--- src/logic/pglo_pkg.sv ---
// package with register map, reset values and carrier types for the port block
package pglo_pkg;
    localparam int ADDR_W = 4;
    // register indices, the request address is the index itself
    localparam logic [3:0] IDX_A_LATCH = 4'h0;
    localparam logic [3:0] IDX_A_DIR = 4'h1;
    localparam logic [3:0] IDX_A_PIN = 4'h2;
    localparam logic [3:0] IDX_B_LATCH = 4'h3;
    localparam logic [3:0] IDX_B_DIR = 4'h4;
    localparam logic [3:0] IDX_B_PIN = 4'h5;
    localparam logic [3:0] IDX_C_LATCH = 4'h6;
    localparam logic [3:0] IDX_C_DIR = 4'h7;
    localparam logic [3:0] IDX_C_PIN = 4'h8;
    localparam logic [3:0] IDX_G_LATCH = 4'h9;
    localparam logic [3:0] IDX_G_DIR = 4'ha;
    localparam logic [3:0] IDX_G_PIN = 4'hb;
    localparam logic [3:0] IDX_LCD_CTRL = 4'hc;
    // lcd control register fields
    localparam int LCD_EN_POS = 4;
    localparam int LCD_PM_LSB = 0;
    localparam int LCD_PM_W = 4;
    // reset values
    localparam logic [7:0] LATCH_RST = 8'h00;
    localparam logic [7:0] DIR_RST = 8'h00;
    localparam logic [7:0] LCD_CTRL_RST = 8'h00;
    // mask thresholds for port g takeover
    localparam logic [3:0] PM_THR_BIT4 = 4'h5;
    localparam logic [3:0] PM_THR_BIT3 = 4'h6;
    localparam logic [3:0] PM_THR_BIT10 = 4'h0;
    localparam int PG_W = 5;

    // override bundle for one pin
    typedef struct packed {
        logic pullup_override_enable;
        logic pullup_override_value;
        logic direction_override_enable;
        logic direction_override_value;
        logic port_value_override_enable;
        logic port_value_override_value;
        logic input_enable_override_enable;
        logic input_enable_override_value;
    } pglo_ovr_t;

    // register port request
    typedef struct packed {
        logic [ADDR_W-1:0] addr;
        logic [7:0] wdata;
        logic wr;
        logic rd;
    } pglo_req_t;
endpackage

--- src/logic/pglo_pin.sv ---
// one port pin: applies overrides to the latch, direction and pull-up paths
`timescale 1ns/1ps
module pglo_pin (
    input wire logic latch,
    input wire logic dir,
    input wire logic pullup_disable,
    input wire pglo_pkg::pglo_ovr_t ovr,
    output logic pin_out,
    output logic pin_oe_n,
    output logic pullup_on,
    output logic input_en
);
    logic dir_eff;
    // override muxes, plain port logic when an enable is low
    always_comb
    begin
        dir_eff = ovr.direction_override_enable ? ovr.direction_override_value : dir;
        pin_out = ovr.port_value_override_enable ? ovr.port_value_override_value : latch;
        pin_oe_n = ~dir_eff;
        pullup_on = ovr.pullup_override_enable ? ovr.pullup_override_value
                                               : (~dir & latch & ~pullup_disable);
        input_en = ovr.input_enable_override_enable ? ovr.input_enable_override_value : 1'b1;
    end
endmodule

--- src/logic/pglo_top.sv ---
// port registers and port g lcd and counter-source override logic
//
// Strobed register access and the register addresses are this design's own decisions.
`timescale 1ns/1ps
// ==========================================
module pglo_top (
    input wire logic clk,
    input wire logic nrst,
    input wire logic ce,
    input wire pglo_pkg::pglo_req_t req,
    output logic [7:0] rdata,
    input wire logic pullup_disable,
    input wire logic [7:0] pa_in,
    input wire logic [7:0] pb_in,
    input wire logic [7:0] pc_in,
    input wire logic [4:0] pg_in,
    input wire logic [4:0] segment_drive,
    output logic [7:0] pa_out,
    output logic [7:0] pa_oe_n,
    output logic [7:0] pb_out,
    output logic [7:0] pb_oe_n,
    output logic [7:0] pc_out,
    output logic [7:0] pc_oe_n,
    output logic [4:0] pg_out,
    output logic [4:0] pg_oe_n,
    output logic [4:0] pg_pullup_on,
    output logic [4:0] pg_input_en,
    output logic [4:0] pg_analog_pin_path,
    output logic counter0_external_source,
    output logic counter1_external_source
);
    // ==========================================
    // registers
    logic [7:0] a_latch_q, a_dir_q, b_latch_q, b_dir_q, c_latch_q, c_dir_q;
    logic [4:0] g_latch_q, g_dir_q;
    logic [7:0] lcd_ctrl_q;
    logic [7:0] a_s1_q, a_s2_q, b_s1_q, b_s2_q, c_s1_q, c_s2_q;
    logic [4:0] g_s1_q, g_s2_q;
    logic lcd_driver_enable;
    logic [3:0] lcd_port_mask;
    logic [4:0] g_in_eff;
    logic [4:0] g_out_c, g_oe_n_c, g_pu_c, g_ie_c;
    logic [4:0] seg_c;
    pglo_pkg::pglo_ovr_t ovr [pglo_pkg::PG_W];

    assign lcd_driver_enable = lcd_ctrl_q[pglo_pkg::LCD_EN_POS];
    assign lcd_port_mask = lcd_ctrl_q[pglo_pkg::LCD_PM_LSB +: pglo_pkg::LCD_PM_W];

    // ==========================================
    // register writes
    always_ff @(posedge clk)
    begin
        if (!nrst)
        begin
            a_latch_q <= pglo_pkg::LATCH_RST;
            b_latch_q <= pglo_pkg::LATCH_RST;
            c_latch_q <= pglo_pkg::LATCH_RST;
            g_latch_q <= pglo_pkg::LATCH_RST[4:0];
            a_dir_q <= pglo_pkg::DIR_RST;
            b_dir_q <= pglo_pkg::DIR_RST;
            c_dir_q <= pglo_pkg::DIR_RST;
            g_dir_q <= pglo_pkg::DIR_RST[4:0];
            lcd_ctrl_q <= pglo_pkg::LCD_CTRL_RST;
        end
        else if (ce && req.wr)
        begin
            if (req.addr == pglo_pkg::IDX_A_LATCH)
                a_latch_q <= req.wdata;
            else if (req.addr == pglo_pkg::IDX_A_DIR)
                a_dir_q <= req.wdata;
            else if (req.addr == pglo_pkg::IDX_B_LATCH)
                b_latch_q <= req.wdata;
            else if (req.addr == pglo_pkg::IDX_B_DIR)
                b_dir_q <= req.wdata;
            else if (req.addr == pglo_pkg::IDX_C_LATCH)
                c_latch_q <= req.wdata;
            else if (req.addr == pglo_pkg::IDX_C_DIR)
                c_dir_q <= req.wdata;
            else if (req.addr == pglo_pkg::IDX_G_LATCH)
                g_latch_q <= req.wdata[4:0];
            else if (req.addr == pglo_pkg::IDX_G_DIR)
                g_dir_q <= req.wdata[4:0];
            else if (req.addr == pglo_pkg::IDX_LCD_CTRL)
                lcd_ctrl_q <= {3'h0, req.wdata[4:0]};
        end
    end

    // ==========================================
    // pin synchronisers, no reset since content follows the pins
    always_ff @(posedge clk)
    begin
        if (ce)
        begin
            a_s1_q <= pa_in;
            a_s2_q <= a_s1_q;
            b_s1_q <= pb_in;
            b_s2_q <= b_s1_q;
            c_s1_q <= pc_in;
            c_s2_q <= c_s1_q;
            g_s1_q <= pg_in;
            g_s2_q <= g_s1_q;
        end
    end

    // ==========================================
    // read data, one cycle after the strobe, zero otherwise while ce is high, held while ce is low
    // port g pin reads are gated by the input enable, so a taken-over pin reads zero
    always_ff @(posedge clk)
    begin
        if (!nrst)
            rdata <= 8'h00;
        else if (ce)
        begin
            if (!req.rd)
                rdata <= 8'h00;
            else if (req.addr == pglo_pkg::IDX_A_LATCH)
                rdata <= a_latch_q;
            else if (req.addr == pglo_pkg::IDX_A_DIR)
                rdata <= a_dir_q;
            else if (req.addr == pglo_pkg::IDX_A_PIN)
                rdata <= a_s2_q;
            else if (req.addr == pglo_pkg::IDX_B_LATCH)
                rdata <= b_latch_q;
            else if (req.addr == pglo_pkg::IDX_B_DIR)
                rdata <= b_dir_q;
            else if (req.addr == pglo_pkg::IDX_B_PIN)
                rdata <= b_s2_q;
            else if (req.addr == pglo_pkg::IDX_C_LATCH)
                rdata <= c_latch_q;
            else if (req.addr == pglo_pkg::IDX_C_DIR)
                rdata <= c_dir_q;
            else if (req.addr == pglo_pkg::IDX_C_PIN)
                rdata <= c_s2_q;
            else if (req.addr == pglo_pkg::IDX_G_LATCH)
                rdata <= {3'h0, g_latch_q};
            else if (req.addr == pglo_pkg::IDX_G_DIR)
                rdata <= {3'h0, g_dir_q};
            else if (req.addr == pglo_pkg::IDX_G_PIN)
                rdata <= {3'h0, g_in_eff};
            else if (req.addr == pglo_pkg::IDX_LCD_CTRL)
                rdata <= lcd_ctrl_q;
            else
                rdata <= 8'h00;
        end
    end

    // ==========================================
    // port g override decode from lcd enable and mask
    always_comb
    begin
        seg_c[4] = lcd_driver_enable && (lcd_port_mask > pglo_pkg::PM_THR_BIT4);
        seg_c[3] = lcd_driver_enable && (lcd_port_mask > pglo_pkg::PM_THR_BIT3);
        seg_c[2] = lcd_driver_enable;
        seg_c[1] = lcd_driver_enable && (lcd_port_mask > pglo_pkg::PM_THR_BIT10);
        seg_c[0] = lcd_driver_enable && (lcd_port_mask > pglo_pkg::PM_THR_BIT10);
    end

    // ==========================================
    // per-pin override bundles and pin logic
    genvar gi;
    generate
        for (gi = 0; gi < pglo_pkg::PG_W; gi++)
        begin : g_pin
            always_comb
            begin
                ovr[gi].pullup_override_enable = seg_c[gi];
                ovr[gi].pullup_override_value = 1'b0;
                ovr[gi].direction_override_enable = seg_c[gi];
                ovr[gi].direction_override_value = (gi == 4);
                ovr[gi].port_value_override_enable = 1'b0;
                ovr[gi].port_value_override_value = 1'b0;
                ovr[gi].input_enable_override_enable = seg_c[gi];
                ovr[gi].input_enable_override_value = 1'b0;
            end
            pglo_pin u_pin (
                .latch(g_latch_q[gi]),
                .dir(g_dir_q[gi]),
                .pullup_disable(pullup_disable),
                .ovr(ovr[gi]),
                .pin_out(g_out_c[gi]),
                .pin_oe_n(g_oe_n_c[gi]),
                .pullup_on(g_pu_c[gi]),
                .input_en(g_ie_c[gi])
            );
            assign g_in_eff[gi] = g_s2_q[gi] & g_ie_c[gi];
        end
    endgenerate

    // ==========================================
    // registered pin and counter-source outputs
    // registering every output keeps the pads glitch free while overrides change
    always_ff @(posedge clk)
    begin
        if (!nrst)
        begin
            pa_out <= 8'h00;
            pa_oe_n <= 8'hff;
            pb_out <= 8'h00;
            pb_oe_n <= 8'hff;
            pc_out <= 8'h00;
            pc_oe_n <= 8'hff;
            pg_out <= 5'h00;
            pg_oe_n <= 5'h1f;
            pg_pullup_on <= 5'h00;
            pg_input_en <= 5'h1f;
            pg_analog_pin_path <= 5'h00;
            counter0_external_source <= 1'b0;
            counter1_external_source <= 1'b0;
        end
        else if (ce)
        begin
            pa_out <= a_latch_q;
            pa_oe_n <= ~a_dir_q;
            pb_out <= b_latch_q;
            pb_oe_n <= ~b_dir_q;
            pc_out <= c_latch_q;
            pc_oe_n <= ~c_dir_q;
            pg_out <= g_out_c;
            pg_oe_n <= g_oe_n_c;
            pg_pullup_on <= g_pu_c;
            pg_input_en <= g_ie_c;
            pg_analog_pin_path <= seg_c & segment_drive;
            counter0_external_source <= g_in_eff[4];
            counter1_external_source <= g_in_eff[3];
        end
    end
endmodule

--- config.mk ---
export PLATFORM = sky130hd
export DESIGN_NAME = pglo_top
export DESIGN_NICKNAME = d
export VERILOG_FILES = /design/src/logic/pglo_pkg.sv /design/src/logic/pglo_pin.sv /design/src/logic/pglo_top.sv
export SDC_FILE = /design/constraint.sdc
export NUM_CORES = 1
export LEC_CHECK = 0
export ABC_CLOCK_PERIOD_IN_PS = 1900
export BUFFER_PORTS_ARGS = -buffer_cell sky130_fd_sc_hd__buf_4
export CORE_ASPECT_RATIO = 0.7
export CORE_MARGIN = 4
export CORE_UTILIZATION = 51
export CTS_BUF_LIST = sky130_fd_sc_hd__clkbuf_16
export CTS_CLUSTER_SIZE = 28
export DETAILED_ROUTE_END_ITERATION = 8
export GPL_TIMING_DRIVEN = 0
export PLACE_DENSITY = 0.76
export REMOVE_ABC_BUFFERS = 1
export SETUP_SLACK_MARGIN = 0.02
export SLEW_MARGIN = 20
export SYNTH_ARGS = -nofsm -noshare
export SYNTH_HDL_FRONTEND = slang
export SYNTH_SLANG_ARGS = --single-unit
--- constraint.sdc ---
create_clock -name clk -period 1.9 [get_ports clk]
set_clock_uncertainty 0.2 [all_clocks]
set_input_delay 0.19 -clock clk [delete_from_list [all_inputs] [get_ports clk]]
set_output_delay 0.19 -clock clk [all_outputs]
set_load 0.03 [all_outputs]
* Word level (Yosys, flattened, before mapping)
Index checks and enable logic that the tools add are counted.
Word-level totals: flip-flop bits (word level) 204, output and inout bits 83, logic and storage cells 126
Operators by class: magnitude comparators 3, equality and inequality tests 12, multiplexer cells 28, bitwise operators 38, reduce and logical (&&, ||, !) cells 14
Operator list (count):
- 8-bit 2-to-1 mux | 10
- 8-bit inverter | 3
- 4-bit equality test, second input constant | 5
- 5-bit 2-to-1 mux | 4
- 1-bit inverter | 19
- 4-bit by 3-bit equality test with 1-bit output, second input constant | 4
- 1-bit bitwise AND | 15
- 1-bit 2-to-1 mux | 14
- 10-bit AND reduction | 1
- 9-bit AND reduction | 1
- 4-bit by 2-bit equality test with 1-bit output, second input constant | 2
- 4-bit by 3-bit > comparator with 1-bit output, second input constant | 2
- 8-bit AND reduction | 1
- 7-bit AND reduction | 1
- 6-bit AND reduction | 1
- 5-bit bitwise AND | 1
- 5-bit AND reduction | 1
- 4-bit by 1-bit equality test with 1-bit output, second input constant | 1
- 4-bit by 1-bit > comparator with 1-bit output, second input constant | 1
- 1-bit logical AND | 4
- 4-bit zero test | 1
- 4-bit AND reduction | 1
- 3-bit AND reduction | 1
- 2-bit AND reduction | 1

* Depth between registers and ports, before layout
word-level depth 17, gate-level depth with buffers 8, gate-level depth less buffers 5

* Cells and area by module
A second synthesis with hierarchy kept.
Unflattened totals: cell total of the unflattened synthesis 814, area, all modules 8675.8 um^2
By module, submodules not included:
- pglo_top | times used 1, cells an instance 779, area an instance 8431.8 um^2, sequential area each 4664.5 um^2
- pglo_pin | times used 5, cells an instance 7, area an instance 48.8 um^2, sequential area each 0.0 um^2

* Worst setup path before layout
Ideal clock, no wire load.
kind input to register, start input port req[13] (netlist bit), end register rdata[1], setup time 120 ps, data arrival time 1493 ps, data required time 1580 ps, setup slack 87 ps, stages on the path 7, buffers on the path 2, cells stage by stage or2_1 > buf_6 > or3_1 > buf_6 > o221ai_2 > a211oi_1 > a211o_1
Between the ends: longest elaborated chain between the ends 15, elaborated cells on any way between the ends 27
RTL lines:
- start: declaration | RTL line pglo_top.sv:10 | input wire pglo_pkg::pglo_req_t req,
- 4-bit equality test | RTL line pglo_top.sv:140 | else if (req.addr == pglo_pkg::IDX_LCD_CTRL)
- 5-bit 2-to-1 mux | RTL line pglo_top.sv:140
- 5-bit 2-to-1 mux | RTL line pglo_top.sv:138 | else if (req.addr == pglo_pkg::IDX_G_PIN)
- 5-bit 2-to-1 mux | RTL line pglo_top.sv:136 | else if (req.addr == pglo_pkg::IDX_G_DIR)
- 5-bit 2-to-1 mux | RTL line pglo_top.sv:134 | else if (req.addr == pglo_pkg::IDX_G_LATCH)
- 8-bit 2-to-1 mux | RTL line pglo_top.sv:132 | else if (req.addr == pglo_pkg::IDX_C_PIN)
- 8-bit 2-to-1 mux | RTL line pglo_top.sv:130 | else if (req.addr == pglo_pkg::IDX_C_DIR)
- 8-bit 2-to-1 mux | RTL line pglo_top.sv:128 | else if (req.addr == pglo_pkg::IDX_C_LATCH)
- 8-bit 2-to-1 mux | RTL line pglo_top.sv:126 | else if (req.addr == pglo_pkg::IDX_B_PIN)
- 8-bit 2-to-1 mux | RTL line pglo_top.sv:124 | else if (req.addr == pglo_pkg::IDX_B_DIR)
- 8-bit 2-to-1 mux | RTL line pglo_top.sv:122 | else if (req.addr == pglo_pkg::IDX_B_LATCH)
- 8-bit 2-to-1 mux | RTL line pglo_top.sv:120 | else if (req.addr == pglo_pkg::IDX_A_PIN)
- 8-bit 2-to-1 mux | RTL line pglo_top.sv:118 | else if (req.addr == pglo_pkg::IDX_A_DIR)
- 8-bit 2-to-1 mux * | RTL line pglo_top.sv:116 | else if (req.addr == pglo_pkg::IDX_A_LATCH)
- 8-bit 2-to-1 mux * | RTL line pglo_top.sv:114 | if (!req.rd)
- end signal: assignment | RTL line pglo_top.sv:117 | rdata <= a_latch_q;
- end signal: assignment | RTL line pglo_top.sv:119 | rdata <= a_dir_q;
- end signal: assignment | RTL line pglo_top.sv:121 | rdata <= a_s2_q;
- end: declaration | RTL line pglo_top.sv:11 | output logic [7:0] rdata,
Every way passes the cells marked *; elsewhere a longest branch is shown, timed or not. A chain may end at the register's enable or synchronous reset.

* Worst setup path in the final report
start input port nrst, end register pa_oe_n[5]
RTL lines:
- start: declaration | RTL line pglo_top.sv:8 | input wire logic nrst,
- end signal: assignment | RTL line pglo_top.sv:213 | pa_oe_n <= ~a_dir_q;
- end: declaration | RTL line pglo_top.sv:19 | output logic [7:0] pa_oe_n,
No word-level cell between the ends.

==> run metrics <==
status=finished with violations; failing checks=negative hold slack; Hold Crit Class=in -> reg; WL/cell=20.2 um; P_leak=4.40 nW; clk_lat worst skew=0.49 ns; grt total ovfl=0; CTS buffer count=20; initial core utilization=52.4%; setup violators final=0; ys async rst share=0%; final total power=9.11 mW; share of cells above drive strength 1=20.0%; sequential share of the synthesized area=56.9%; Synth Warn #=0; Power Dens Cells=849 nW/um2; Core ar.=15600 um2; Starting DRT DRC Count=649; number of max-cap violations=0; die extent in y=114 um; cell chosen for the clock root=clkbuf_16; htree depth=1; commonest non-fill, non-tap cells in the layout=144 x dfxtp_1, 139 x buf_4, 113 x nor2_1, 104 x mux2i_1, 88 x nand2_1; unrepaired setup endpoints after global routing=true; mapped cell area=8160 um2; setup TNS=0 ns; IO Pins=135; R2R setup slack=0.17 ns; initial antenna violation count=0; Area growth syn-to-layout=31.5%; Hold Vio Cnt, Final=1; area share of and/or/nand/nor cells after synthesis=15.4%; drt via density=5.67; WHS=-0.0265 ns; die span in x=159 um; GR Util All Layers=24.4%; post-layout util=68.8%; Antenna diodes=0; clock net sink count=203; Final Cycle Share=95.9%; Nets=1022; row count=38; Die Area=18100 um2; WP data required=2.08 ns; Synth Instances=793; RD Place Congestion=0.850; Area contributors post-synth=dfxtp_1 36%, edfxtp_1 21%, mux2i_1 13%; DR vias=6710; hpwl dp=13.5 mm; Worst setup EP type=flop; type of the worst setup path=in -> reg; largest net degree at the start of global routing=93; IO Port Bufs=134; Post-synth EDFFs=58; crit start category=input port; area leader, netlist=dfxtp_1; mux cell area share after synthesis=14.1%; Synth top area share=35.6%; Slew Limit Fails=0; CP max FO=6; clk buf depth=3; Post-Synth Adder-Cell Area=0%; Peak Freq=549 MHz; Worst IR Drop VDD=0.590 mV; Compound-Gate Fraction of Synth Area=10.0%; relative slew slack=36.1%; Least-Margin Pin Slew=0.956 ns; first-pass GRT wire length=35.4 mm; Routed Antenna Nets=0; arrival time worst endpoint=2.00 ns; synthesized flop and latch total=203; CTS clk-pin slew, worst paths=0.06 ns; Routed WL=23.9 mm; main combinational cell family by area after synthesis=simple AND/OR/NAND/NOR gates; Top FF cell, synth=dfxtp_1; count of cell types in the netlist=58; post-layout minimum cycle time=1.82 ns; DRC violations left=0; Post-Synth XOR/XNOR Area=0%; CTS tree=built; drt pass-1 iters=6; average size of a mapped cell=10.3 um2; vias in the first global route=6329; commonest non-fill, non-tap cell in the layout=dfxtp_1
==> timing repair <==
| action | CTS | global route |
|---|---|---|
| hold buffers | 59 | 8 |
| pin swaps | 2 | 1 |
| cloned | 1 | 1 |
| endpoints found under the setup margin | 54 | 37 |
| endpoints found under the hold margin | 170 | 63 |
| setup buffers | 4 | 2 |
| resized for setup | 11 | 4 |
==> synth_stat cells, drive strengths merged (6+ instances only) <==
| master | instances |
|---|---|
| o221ai | 6 |
| edfxtp | 58 |
| o22ai | 6 |
| nor2 | 118 |
| mux2 | 8 |
| nand3 | 12 |
| nand2 | 88 |
| a21oi | 31 |
| dfxtp | 145 |
| o21ai | 47 |
| nor2b | 18 |
| buf | 22 |
| a31oi | 6 |
| mux2i | 104 |
| nand2b | 10 |
| clkbuf | 34 |
| inv | 12 |
==> kinds of logic after synthesis <==
| family | Yosys count |
|---|---|
| simple gates | 278 |
| flops | 203 |
| compound gates | 131 |
| mux | 113 |
| buf+inv | 68 |
==> metrics by stage <==
step	worst slack, ns	area (um2)	std cells
floorplan	-0.100	7910	737
global placement	-1.57	9170	1071
detailed placement	-0.986	9230	1073
CTS	0.0251	10600	1173
global route	0.000954	10700	1184
finish	0.0773	10700	1184
==> final timing paths <==
kind                              start                      endpoint  cells after the start
max reg2reg  lcd_ctrl_q[4]$_SDFFE_PN0P_         rdata[4]$_SDFFE_PN0P_                      5
min reg2reg         c_s1_q[5]$_DFFE_PP_           c_s2_q[5]$_DFFE_PP_                      0
max                                nrst       pa_oe_n[5]$_SDFFE_PN1P_                      5
min                                  ce  pg_pullup_on[4]$_SDFFE_PN0P_                      5
==> power by group <==
group | switching, mW | internal, mW
combinational | 0.449 | 0.330
sequential | 0.0529 | 4.58
clock | 1.63 | 2.07
total | 2.13 | 6.99
==> layer usage <==
layer | GRT usage [%] | vias to the layer above | wire length [um]
met5 | 0 | - | 0
met4 | 4.57 | 0 | 447
met3 | 5.71 | 40 | 2140
met2 | 38.0 | 315 | 10500
met1 | 35.4 | 3212 | 10800
li1 | - | 3143 | -
==> layout make-up <==
type	count	area [um2]
clock buffers	22	551
clock inverters	14	57.6
fillers	1186	4860
inverters	12	50.0
multi-input cells	522	3280
flip-flops and latches	203	4650
well taps	200	250
repair buffers	211	1900
==> critical path, stage by stage <==
cell           delay (ns)
buf_4                0.13
dlygate4sd3_1        0.88
buf_12               0.20
nand2_1              0.05
dlygate4sd3_1        0.54
(Power assumes the default switching activity.)
